--- config.mk ---
export PLATFORM = sky130hd
export DESIGN_NAME = gpp_top
export DESIGN_NICKNAME = d
export VERILOG_FILES = /design/src/gpp_pkg.sv /design/src/gpp_top.sv /design/src/gpp_pin_cell.sv
export VERILOG_INCLUDE_DIRS = /design/src
export SDC_FILE = /design/constraint.sdc
export NUM_CORES = 1
export LEC_CHECK = 0
export ABC_AREA = 1
export BUFFER_PORTS_ARGS = -buffer_cell sky130_fd_sc_hd__buf_2
export CORE_MARGIN = 10
export CORE_UTILIZATION = 30
export CTS_CLUSTER_DIAMETER = 100
export DETAILED_ROUTE_END_ITERATION = 10
export PLACE_DENSITY = 0.52
export SLEW_MARGIN = 20
export SYNTH_ARGS = -nofsm -noshare
export SYNTH_HDL_FRONTEND = slang
export SYNTH_SLANG_ARGS = --single-unit
--- constraint.sdc ---
create_clock -name clk -period 1.9 [get_ports clk]
set_input_delay 0.38 -clock clk [delete_from_list [all_inputs] [get_ports clk]]
set_output_delay 0.38 -clock clk [all_outputs]
set_load 0.01 [all_outputs]
--- src/gpp_cfg.svh ---
`ifndef GPP_CFG_SVH
`define GPP_CFG_SVH

// register indices; byte address is four times the index
`define GPP_IDX_FIRST_PINS   8'h05
`define GPP_IDX_SECOND_PINS  8'h06
`define GPP_IDX_INT_CTL      8'h0B
`define GPP_IDX_OPTIONS      8'h81
`define GPP_IDX_FIRST_DIR    8'h85
`define GPP_IDX_SECOND_DIR   8'h86
`define GPP_IDX_CONV_CFG     8'h9F
`define GPP_IDX_PERIPH_CTL   8'hA0

// interrupt control field positions
`define GPP_IC_GLOBAL_EN     7
`define GPP_IC_PERIPH_EN     6
`define GPP_IC_WRAP_EN       5
`define GPP_IC_EXT_EN        4
`define GPP_IC_CHG_EN        3
`define GPP_IC_WRAP_FLAG     2
`define GPP_IC_EXT_FLAG      1
`define GPP_IC_CHG_FLAG      0

// option register field positions
`define GPP_OPT_PULL_DIS_N   7
`define GPP_OPT_EDGE_SEL     6
`define GPP_OPT_COUNT_SRC    5

// peripheral control field positions
`define GPP_PC_SERIAL_EN     0

// pin roles on the first port
`define GPP_PA_COUNT_CLK     4
`define GPP_PA_SERIAL_SEL    5

// reset values
`define GPP_RST_INT_CTL      8'h00
`define GPP_RST_OPTIONS      8'hFF
`define GPP_RST_FIRST_DIR    6'h3F
`define GPP_RST_SECOND_DIR   8'hFF
`define GPP_RST_CONV_CFG     3'h0
`define GPP_RST_PERIPH_CTL   8'h00

`endif

--- src/gpp_pkg.sv ---
package gpp_pkg;

  // pin levels seen at the package
  typedef struct packed {
    logic [5:0] a;
    logic [7:0] b;
  } gpp_pins_in_t;

  // pin drive, enables and pull-up requests
  typedef struct packed {
    logic [5:0] a;
    logic [5:0] aOe;
    logic [7:0] b;
    logic [7:0] bOe;
    logic [7:0] bPull;
  } gpp_pins_out_t;

  // whole state of the port block
  typedef struct packed {
    logic       ack;
    logic [7:0] rdat;
    logic [5:0] latA;
    logic [5:0] dirA;
    logic [7:0] latB;
    logic [7:0] dirB;
    logic [7:0] opt;
    logic [7:0] intCtl;
    logic [2:0] convCfg;
    logic [7:0] periphCtl;
    logic [3:0] chgRef;
    logic       extPrev;
  } gpp_state_t;

endpackage

--- src/gpp_top.sv ---
`timescale 1ns/1ns
`include "gpp_cfg.svh"

// Notes on behaviour
// - first port direction 1 floats pin
// - direction 0 drives latch onto pin
// - first port has six pins, own bits
// - data read gives pins, write hits latch
// - port writes without byte lane load sampled pins
// - count clock pin drives low only
// - analog pins reset analog, read zero
// - converter config selects analog or digital
// - direction still acts on analog pins
// - enabled peripheral takes its pin over
// - bit five doubles as serial select
// - second port has switchable weak pull-ups
// - upper four bits flag change, read resyncs reference
// - bit zero edge sets sticky ext flag
// - flags set regardless of enable bits
// - interrupt control holds five enables, three flags
module gpp_top
  import gpp_pkg::*;
#(
  parameter bit HasConverter = 1'b1       // variant with the analog converter
) (
  // clock and reset
  input  wire logic          clk,
  input  wire logic          srst,
  // wishbone classic slave
  input  wire logic          wb_cyc_i,
  input  wire logic          wb_stb_i,
  input  wire logic          wb_we_i,
  input  wire logic [11:0]   wb_adr_i,
  input  wire logic [3:0]    wb_sel_i,
  input  wire logic [31:0]   wb_dat_i,
  output logic      [31:0]   wb_dat_o,
  output logic               wb_ack_o,
  // package pins
  input  wire gpp_pins_in_t  pinsIn,
  output gpp_pins_out_t      pinsOut,
  // peripheral side
  input  wire logic          count0WrapEvt,
  input  wire logic          periphIrqPend,
  output logic               sharedCountClock,
  output logic               serialSelectN,
  output logic               irqReq
);

  gpp_state_t s_q;                        // registered state
  gpp_state_t s_d;                        // next state
  logic [5:0] analogMask;                 // first port pins in analog use
  logic [5:0] openDrainMask;              // pins with pull-low-only drivers
  logic [5:0] periphMask;                 // pins owned by a peripheral
  logic [5:0] aRead;                      // first port read value
  logic [7:0] regIdx;                     // word index of the access
  logic       reqNew;                     // request not yet answered
  logic       reqDone;                    // edge at which ack is high
  logic [7:0] rdMux;                      // read data before registering
  logic       extEdge;                    // qualifying edge on ext pin
  logic       chgSeen;                    // mismatch on upper second port
  logic [7:0] intNext;                    // interrupt control after write

  assign regIdx  = wb_adr_i[9:2];
  assign reqNew  = wb_cyc_i && wb_stb_i && !s_q.ack;
  assign reqDone = wb_cyc_i && wb_stb_i && s_q.ack;

  // converter config picks analog pins; bit four never analog
  always_comb begin
    case (s_q.convCfg)
      3'h0, 3'h1: analogMask = 6'h2F;
      3'h2, 3'h3: analogMask = 6'h0F;
      3'h4, 3'h5: analogMask = 6'h0B;
      default:    analogMask = 6'h00;
    endcase
    if (!HasConverter) begin
      analogMask = 6'h00;
    end
  end

  // pin roles on the first port
  always_comb begin
    openDrainMask = 6'h00;
    openDrainMask[`GPP_PA_COUNT_CLK] = 1'b1;
    periphMask = 6'h00;
    // counter clock source in use makes the pin an input
    periphMask[`GPP_PA_COUNT_CLK]  = s_q.opt[`GPP_OPT_COUNT_SRC];
    // serial port enabled owns the select pin as its input
    periphMask[`GPP_PA_SERIAL_SEL] = s_q.periphCtl[`GPP_PC_SERIAL_EN];
  end

  // one cell per first port pin
  genvar gi;
  generate
    for (gi = 0; gi < 6; gi++) begin : g_pa
      gpp_pin_cell u_cell (
        .dir       (s_q.dirA[gi]),
        .latch     (s_q.latA[gi]),
        .analog    (analogMask[gi]),
        .openDrain (openDrainMask[gi]),
        .periphOwn (periphMask[gi]),
        .pinIn     (pinsIn.a[gi]),
        .pinOut    (pinsOut.a[gi]),
        .pinOe     (pinsOut.aOe[gi]),
        .rdVal     (aRead[gi])
      );
    end
  endgenerate

  // second port drivers and weak pull-ups; plain assigns since the cells drive other members
  assign pinsOut.b   = s_q.latB;
  assign pinsOut.bOe = ~s_q.dirB;
  // pull-up only while enabled and the pin is an input
  assign pinsOut.bPull = s_q.opt[`GPP_OPT_PULL_DIS_N] ? 8'h00 : s_q.dirB;

  // peripheral inputs taken from shared pins
  assign sharedCountClock = pinsIn.a[`GPP_PA_COUNT_CLK];
  assign serialSelectN    = pinsIn.a[`GPP_PA_SERIAL_SEL];

  // edge and change detection on the second port
  always_comb begin
    if (s_q.opt[`GPP_OPT_EDGE_SEL]) begin
      extEdge = pinsIn.b[0] && !s_q.extPrev;
    end else begin
      extEdge = !pinsIn.b[0] && s_q.extPrev;
    end
    // only pins set as inputs take part in the comparison
    chgSeen = |((pinsIn.b[7:4] ^ s_q.chgRef) & s_q.dirB[7:4]);
  end

  // read multiplexer; unmapped words read as zero
  always_comb begin
    case (regIdx)
      `GPP_IDX_FIRST_PINS:  rdMux = {2'h0, aRead};
      `GPP_IDX_SECOND_PINS: rdMux = pinsIn.b;
      `GPP_IDX_INT_CTL:     rdMux = s_q.intCtl;
      `GPP_IDX_OPTIONS:     rdMux = s_q.opt;
      `GPP_IDX_FIRST_DIR:   rdMux = {2'h0, s_q.dirA};
      `GPP_IDX_SECOND_DIR:  rdMux = s_q.dirB;
      `GPP_IDX_CONV_CFG:    rdMux = {5'h00, s_q.convCfg};
      `GPP_IDX_PERIPH_CTL:  rdMux = s_q.periphCtl;
      default:              rdMux = 8'h00;
    endcase
  end

  // next state: bus access, then hardware events on top
  always_comb begin
    s_d = s_q;
    // ack goes high one cycle after a new request and lasts one cycle
    s_d.ack = reqNew;
    if (reqNew) begin
      s_d.rdat = rdMux;
    end
    s_d.extPrev = pinsIn.b[0];
    intNext = s_q.intCtl;
    // writes land at the edge where ack is seen high
    if (reqDone && wb_we_i && wb_sel_i[0]) begin
      case (regIdx)
        // the written byte replaces the whole latch
        `GPP_IDX_FIRST_PINS:  s_d.latA = wb_dat_i[5:0];
        `GPP_IDX_SECOND_PINS: s_d.latB = wb_dat_i[7:0];
        `GPP_IDX_INT_CTL:     intNext = wb_dat_i[7:0];
        `GPP_IDX_OPTIONS:     s_d.opt = wb_dat_i[7:0];
        `GPP_IDX_FIRST_DIR:   s_d.dirA = wb_dat_i[5:0];
        `GPP_IDX_SECOND_DIR:  s_d.dirB = wb_dat_i[7:0];
        `GPP_IDX_CONV_CFG:    s_d.convCfg = wb_dat_i[2:0];
        `GPP_IDX_PERIPH_CTL:  s_d.periphCtl = wb_dat_i[7:0];
        default: begin
        end
      endcase
    end else if (reqDone && wb_we_i) begin
      // no byte lane given: the sampled pins still fall back into the latch
      case (regIdx)
        `GPP_IDX_FIRST_PINS:  s_d.latA = pinsIn.a;
        `GPP_IDX_SECOND_PINS: s_d.latB = pinsIn.b;
        default: begin
        end
      endcase
    end
    // reading the second port resyncs the change reference
    if (reqDone && !wb_we_i && regIdx == `GPP_IDX_SECOND_PINS) begin
      s_d.chgRef = pinsIn.b[7:4];
    end
    // events set flags over any clear in the same cycle, enables ignored
    if (count0WrapEvt) begin
      intNext[`GPP_IC_WRAP_FLAG] = 1'b1;
    end
    if (extEdge) begin
      intNext[`GPP_IC_EXT_FLAG] = 1'b1;
    end
    if (chgSeen) begin
      intNext[`GPP_IC_CHG_FLAG] = 1'b1;
    end
    s_d.intCtl = intNext;
  end

  // state register; defines every control bit after reset
  always_ff @(posedge clk) begin
    if (srst) begin
      s_q.ack       <= 1'b0;
      s_q.rdat      <= 8'h00;
      s_q.latA      <= 6'h00;
      s_q.dirA      <= `GPP_RST_FIRST_DIR;
      s_q.latB      <= 8'h00;
      s_q.dirB      <= `GPP_RST_SECOND_DIR;
      s_q.opt       <= `GPP_RST_OPTIONS;
      s_q.intCtl    <= `GPP_RST_INT_CTL;
      s_q.convCfg   <= `GPP_RST_CONV_CFG;
      s_q.periphCtl <= `GPP_RST_PERIPH_CTL;
      s_q.chgRef    <= pinsIn.b[7:4];                          // no false change after reset
      s_q.extPrev   <= pinsIn.b[0];                            // no false edge after reset
    end else begin
      s_q <= s_d;
    end
  end

  // bus answer
  assign wb_ack_o = s_q.ack;
  assign wb_dat_o = {24'h000000, s_q.rdat};

  // request needs global enable; peripheral sources also need their gate
  always_comb begin
    irqReq = s_q.intCtl[`GPP_IC_GLOBAL_EN] && (
      (s_q.intCtl[`GPP_IC_WRAP_EN] && s_q.intCtl[`GPP_IC_WRAP_FLAG]) ||
      (s_q.intCtl[`GPP_IC_EXT_EN]  && s_q.intCtl[`GPP_IC_EXT_FLAG])  ||
      (s_q.intCtl[`GPP_IC_CHG_EN]  && s_q.intCtl[`GPP_IC_CHG_FLAG])  ||
      (s_q.intCtl[`GPP_IC_PERIPH_EN] && periphIrqPend));
  end

endmodule

--- src/gpp_pin_cell.sv ---
`timescale 1ns/1ns
module gpp_pin_cell (
  // control
  input  wire logic dir,
  input  wire logic latch,
  input  wire logic analog,
  input  wire logic openDrain,
  input  wire logic periphOwn,
  // pin
  input  wire logic pinIn,
  output logic      pinOut,
  output logic      pinOe,
  // read path
  output logic      rdVal
);

  // driver: open drain pulls low only, an owning peripheral keeps it off
  always_comb begin
    pinOut = openDrain ? 1'b0 : latch;
    pinOe  = !dir && !periphOwn && (!openDrain || !latch);
  end

  // analog pins have the digital buffer off and read as zero
  always_comb begin
    rdVal = analog ? 1'b0 : pinIn;
  end

endmodule

======== After elaboration in Yosys (flattened, before gate mapping) ========
Cells that the tools add are included.
storage, ports and cells
  register bits ........................... 69
  input bits .............................. 69
  output and inout bits ................... 72
  word-level logic and storage cells ...... 113
operators by class
  equal/unequal tests ..................... 13
  muxes and demuxes ....................... 25
  bitwise operators ....................... 3
  reduce and logical (&&, ||, !) cells .... 57
operators by type and width
  operator                                       number
  case mux 8 bit (8 select lines)                1
  == test 8 bit, second input constant           5
  two-way mux 8 bit                              5
  two-way mux 6 bit                              4
  AND reduction 2 bit                            11
  case mux 6 bit (3 select lines)                1
  logical AND 1 bit                              17
  == test 8 x 3 -> 1 bit, second input constant  2
  nonzero test 2 bit                             8
  zero test 1 bit                                13
  two-way mux 1 bit                              10
  == test 8 x 4 -> 1 bit, second input constant  1
  inverter 8 bit                                 1
  == test 3 x 2 -> 1 bit, second input constant  2
  == test 3 bit, second input constant           2
  two-way mux 3 bit                              2
  OR reduction 2 bit                             3
  two-way mux 5 bit                              1
  bitwise AND 4 bit                              1
  two-way mux 4 bit                              1
  OR reduction 4 bit                             1
  XOR 4 bit                                      1
  == test 3 x 1 -> 1 bit, second input constant  1
  zero test 3 bit                                1
  logical OR 1 bit                               3

======== Depth between registers and ports, before layout ========
  depth after elaboration ................. 6
  depth in mapped cells ................... 10
  depth with buffers taken out ............ 9

======== Modules after synthesis ========
A second synthesis with hierarchy kept.
unflattened totals
  cell total of the unflattened synthesis .. 571
  area, all modules ....................... 3846.2 um2
modules (own cells, without submodules)
  module        instances  cells an instance  area an instance (um2)  seq. area each (um2)
  gpp_top       1          523                3666.0                  1421.4
  gpp_pin_cell  6          8                  30.0                    0.0

======== Worst setup path after synthesis ========
OpenSTA, ideal clock, no wires.
  path type ............................... input-to-reg
  from .................................... input wb_adr_i[7]
  to ...................................... register s_q[1] (netlist bit), enable pin
  setup time .............................. 373 ps
  data arrival time ....................... 1212 ps
  path slack .............................. 315 ps
  stages on the path ...................... 5
  buffers on the path ..................... 0
  cell sequence ........................... inv_1 > nand2_2 > nor2_4 > nand2_2 > o31ai_1
on the way
  word-level cells in the longest chain between the ends .. 3
RTL lines
  item                          line           source
  from (decl)                   gpp_top.sv:33  input wire logic [11:0] wb_adr_i,
  == test 8 x 3 -> 1 bit        --
  logical AND 1 bit (no line)   --
  nonzero test 2 bit (no line)  --
  to (decl)                     gpp_top.sv:49  gpp_state_t s_q;
No other way between the ends.
A chain may end at the register's enable or synchronous reset.

======== Worst setup path after layout ========
  from .................................... register s_q (netlist bit wb_ack_o)
  to ...................................... register s_q[48] (netlist bit)
on the way
  word-level cells in the longest chain between the ends .. 4
RTL lines
  item                            line            source
  logical AND 1 bit               gpp_top.sv:65   assign reqDone = wb_cyc_i && wb_stb_i && s_q.ack;
  logical AND 1 bit (2 in a row)  gpp_top.sv:156  if (reqDone && wb_we_i && wb_sel_i[0]) begin
  AND reduction 2 bit (no line)   --
No other way between the ends.

==> results.toml <==
[placement]
portBuffers = 84
dpl.hpwl_microns = 9410
dpl.cell_count = 772
gp_congestion = 0.875

[floorplanning]
rows = 41
initial_core_util = 0.306
ios = 141
chipHeight_microns = 133
die_w_microns = 133
core_area_sq_um = 12600
dieArea_sq_um = 17800

[power]
power_mw = 3.41
ir_drop_v = 0.000296
pwr_density_cell_nw_per_um2 = 754
p_leak_nw = 2.27

[yosys]
yosysWarnings = 0
ys_seq_area_frac = 0.368
async_flop_share = 0
synth.ff_latch_count = 69
synth-main-ff-cell = "dfxtp_1"
synth_area_leaders = "dfxtp_1 (34%), buf_4 (12%), nand2_1 (11%)"
yosys.area.top_type_share = 0.337
postSynthAreaPerCell_sq_um = 7.08
synth_top_area_cell = "dfxtp_1"
syn_area_sq_um = 3860
ys_types = 32
syn_inst = 545
synth-edff-count = 4

[critical_path]
crit_type = "reg -> reg"
critPathLaunchType = "register"
required_ns = 2.15
path_cells = "nand4_2 -> nor2_4 -> nand3_1 -> clkinv_1 -> a21oi_1 -> o21ai_0"
cp_slowest_cell = "dfxtp_1"
crit_path_max_fanout = 10
critPathMaxStageDelay_ns = 0.40
critPathCaptureType = "register"
reg2reg_depth = 6
worstPathArrival_ns = 1.88

[grt]
antenna_found_initial = 0
track_usage = 0.134
grt_pass1_wl_microns = 19100
overflow = 0
grt_max_degree = 32
grt_pass1_vias = 3624

[run]
max_cap_viol_count = 0

[clocking]
cts_hold_buf = 0
cts_tree = "done"
cts_setup_buffers = 0
cts_made_buffers = 9
h-tree-depth = 3
worstSkewPairLatency_ns = 0.33
clkTransAtPathRegs_ns = 0.06
cts_resized = 0
root_buffer = "clkbuf_16"
cts.sinks = 69
cts_buffer_depth = 2

[route]
drt_iter0_drc = 305
routed_wirelength_microns = 12200
drc = 0
routed_via_density = 4.60
route.detailed.wl_per_inst_microns = 15.5
antenna_left = 0
vias = 3627
first_pass_iters = 5

[layout]
drive_above_1_share = 0.245
nNetsFinal = 680
areaGrowthSynthToFinish_pct = 17.1
layout.cells.non_filler = 788
antenna_cells = 0

[sta]
finalCritPeriodShare = 0.861
setup_viol = 0
rsz0062_at_grt = "false"
period_minus_slack_ns = 1.64
slew_headroom = 0.662
finClkSkew_ns = 0.00591
finalSetupTns_ns = 0
hold_violations = 0
holdWs_ns = 0.236
slew_violations = 0
worst_slew_pin_slew_ns = 0.506
fmax_ghz = 0.611

[worst_hold_path]
min_path_type = "in -> reg"
hold_depth = 1

[status]
status = "finished, final reports clean"
cell type report:
cell class | instances | area [sq um]
clock buffer | 11 | 243
clock inverter | 5 | 50.0
fill | 1419 | 8100
inverter | 48 | 181
multi-input combinational | 378 | 1800
sequential | 69 | 1420
tap | 172 | 215
timing repair buffer | 105 | 603
flip-flops by register name, indices dropped and copies added, names as in the netlist:
register / flops
periphMask: 2
pinsOut: 8
s_q: 50
wb_dat_o: 8
wb_ack_o: 1
Yosys cell counts, types with 2 or more instances:
master    number
a211oi_1       7
nand2_1      109
o211ai_1       4
nor2_1        57
o21ai_1        2
clkinv_1       2
nor2_2         6
inv_2          6
a31oi_1        7
nand3_1       57
buf_6          4
dfxtp_1       65
clkbuf_1       7
inv_1         39
o21ai_0       37
nor2_4         7
a21oi_1       45
edfxtp_1       4
buf_4         62
nand2_2        5
nand3_2        2
kinds of logic after synthesis:
logic type	share of synthesized area
compound gates	0.148
buf+inv	0.187
flops	0.368
other cells	0.000972
simple gates	0.295
layer usage:
metal | track usage | routed length, microns
met1 | 0.164 | 5450
met2 | 0.223 | 5720
met3 | 0.0380 | 962
met4 | 0.0393 | 97
met5 | 0 | 0
power breakdown:
| group | internal (mW) | switching, mW |
|---|---|---|
| clock network | 1.04 | 0.622 |
| logic | 0.0789 | 0.181 |
| registers | 1.48 | 0.00814 |
per-stage QoR:
| step | worst slack (ns) | instance area [sq um] | util |
|---|---|---|---|
| after detailed placement | 0.114 | 4230 | 0.335 |
| after global placement | 0.159 | 4230 | 0.335 |
| final | 0.264 | 4520 | 0.358 |
| after CTS | 0.278 | 4520 | 0.358 |
| after global routing | 0.177 | 4520 | 0.358 |
| after floorplan | 0.315 | 3950 | - |
critical path, delay by kind of cell (launching register included):
family / cells / cell delay [ns]
simple gates: 3 / 0.73
buf+inv: 1 / 0.24
compound gates: 2 / 0.18
flops: 1 / 0.40
worst paths after layout:
kind,startpoint,slack (ns),endpoint
setup reg to reg,wb_ack_o,0.26,s_q[48]
hold reg to reg,s_q[9],0.45,s_q[9]
hold / removal,pinsIn[0],0.24,s_q[0]
setup / recovery,wb_ack_o,0.26,s_q[48]
cells in the final DEF, fill, tap and decap left out:
cell type	Yosys	final
nor2_2	6	6
inv_1	39	39
nor3_1	1	1
o21ai_1	2	2
clkbuf_16	0	9
nand3_2	2	2
o31ai_1	1	1
a31oi_1	7	7
a21oi_1	45	45
o21ai_2	1	1
conb_1	1	25
clkbuf_8	0	1
o211ai_1	4	4
clkinv_2	1	5
clkbuf_1	7	1
o21ai_0	37	37
nand3_4	1	1
edfxtp_1	4	4
nand2_1	109	109
bufinv_16	0	1
inv_2	6	6
nand3_1	57	57
nor2_8	1	1
buf_12	0	2
buf_4	62	19
buf_2	1	84
nand3b_1	1	1
nand2_2	5	5
a41oi_1	1	1
a211oi_1	7	7
dfxtp_1	65	65
clkinv_1	2	2
nand4_2	1	1
nor2_1	57	57
nor2_4	7	7
Power figures use the tool's default switching activity.
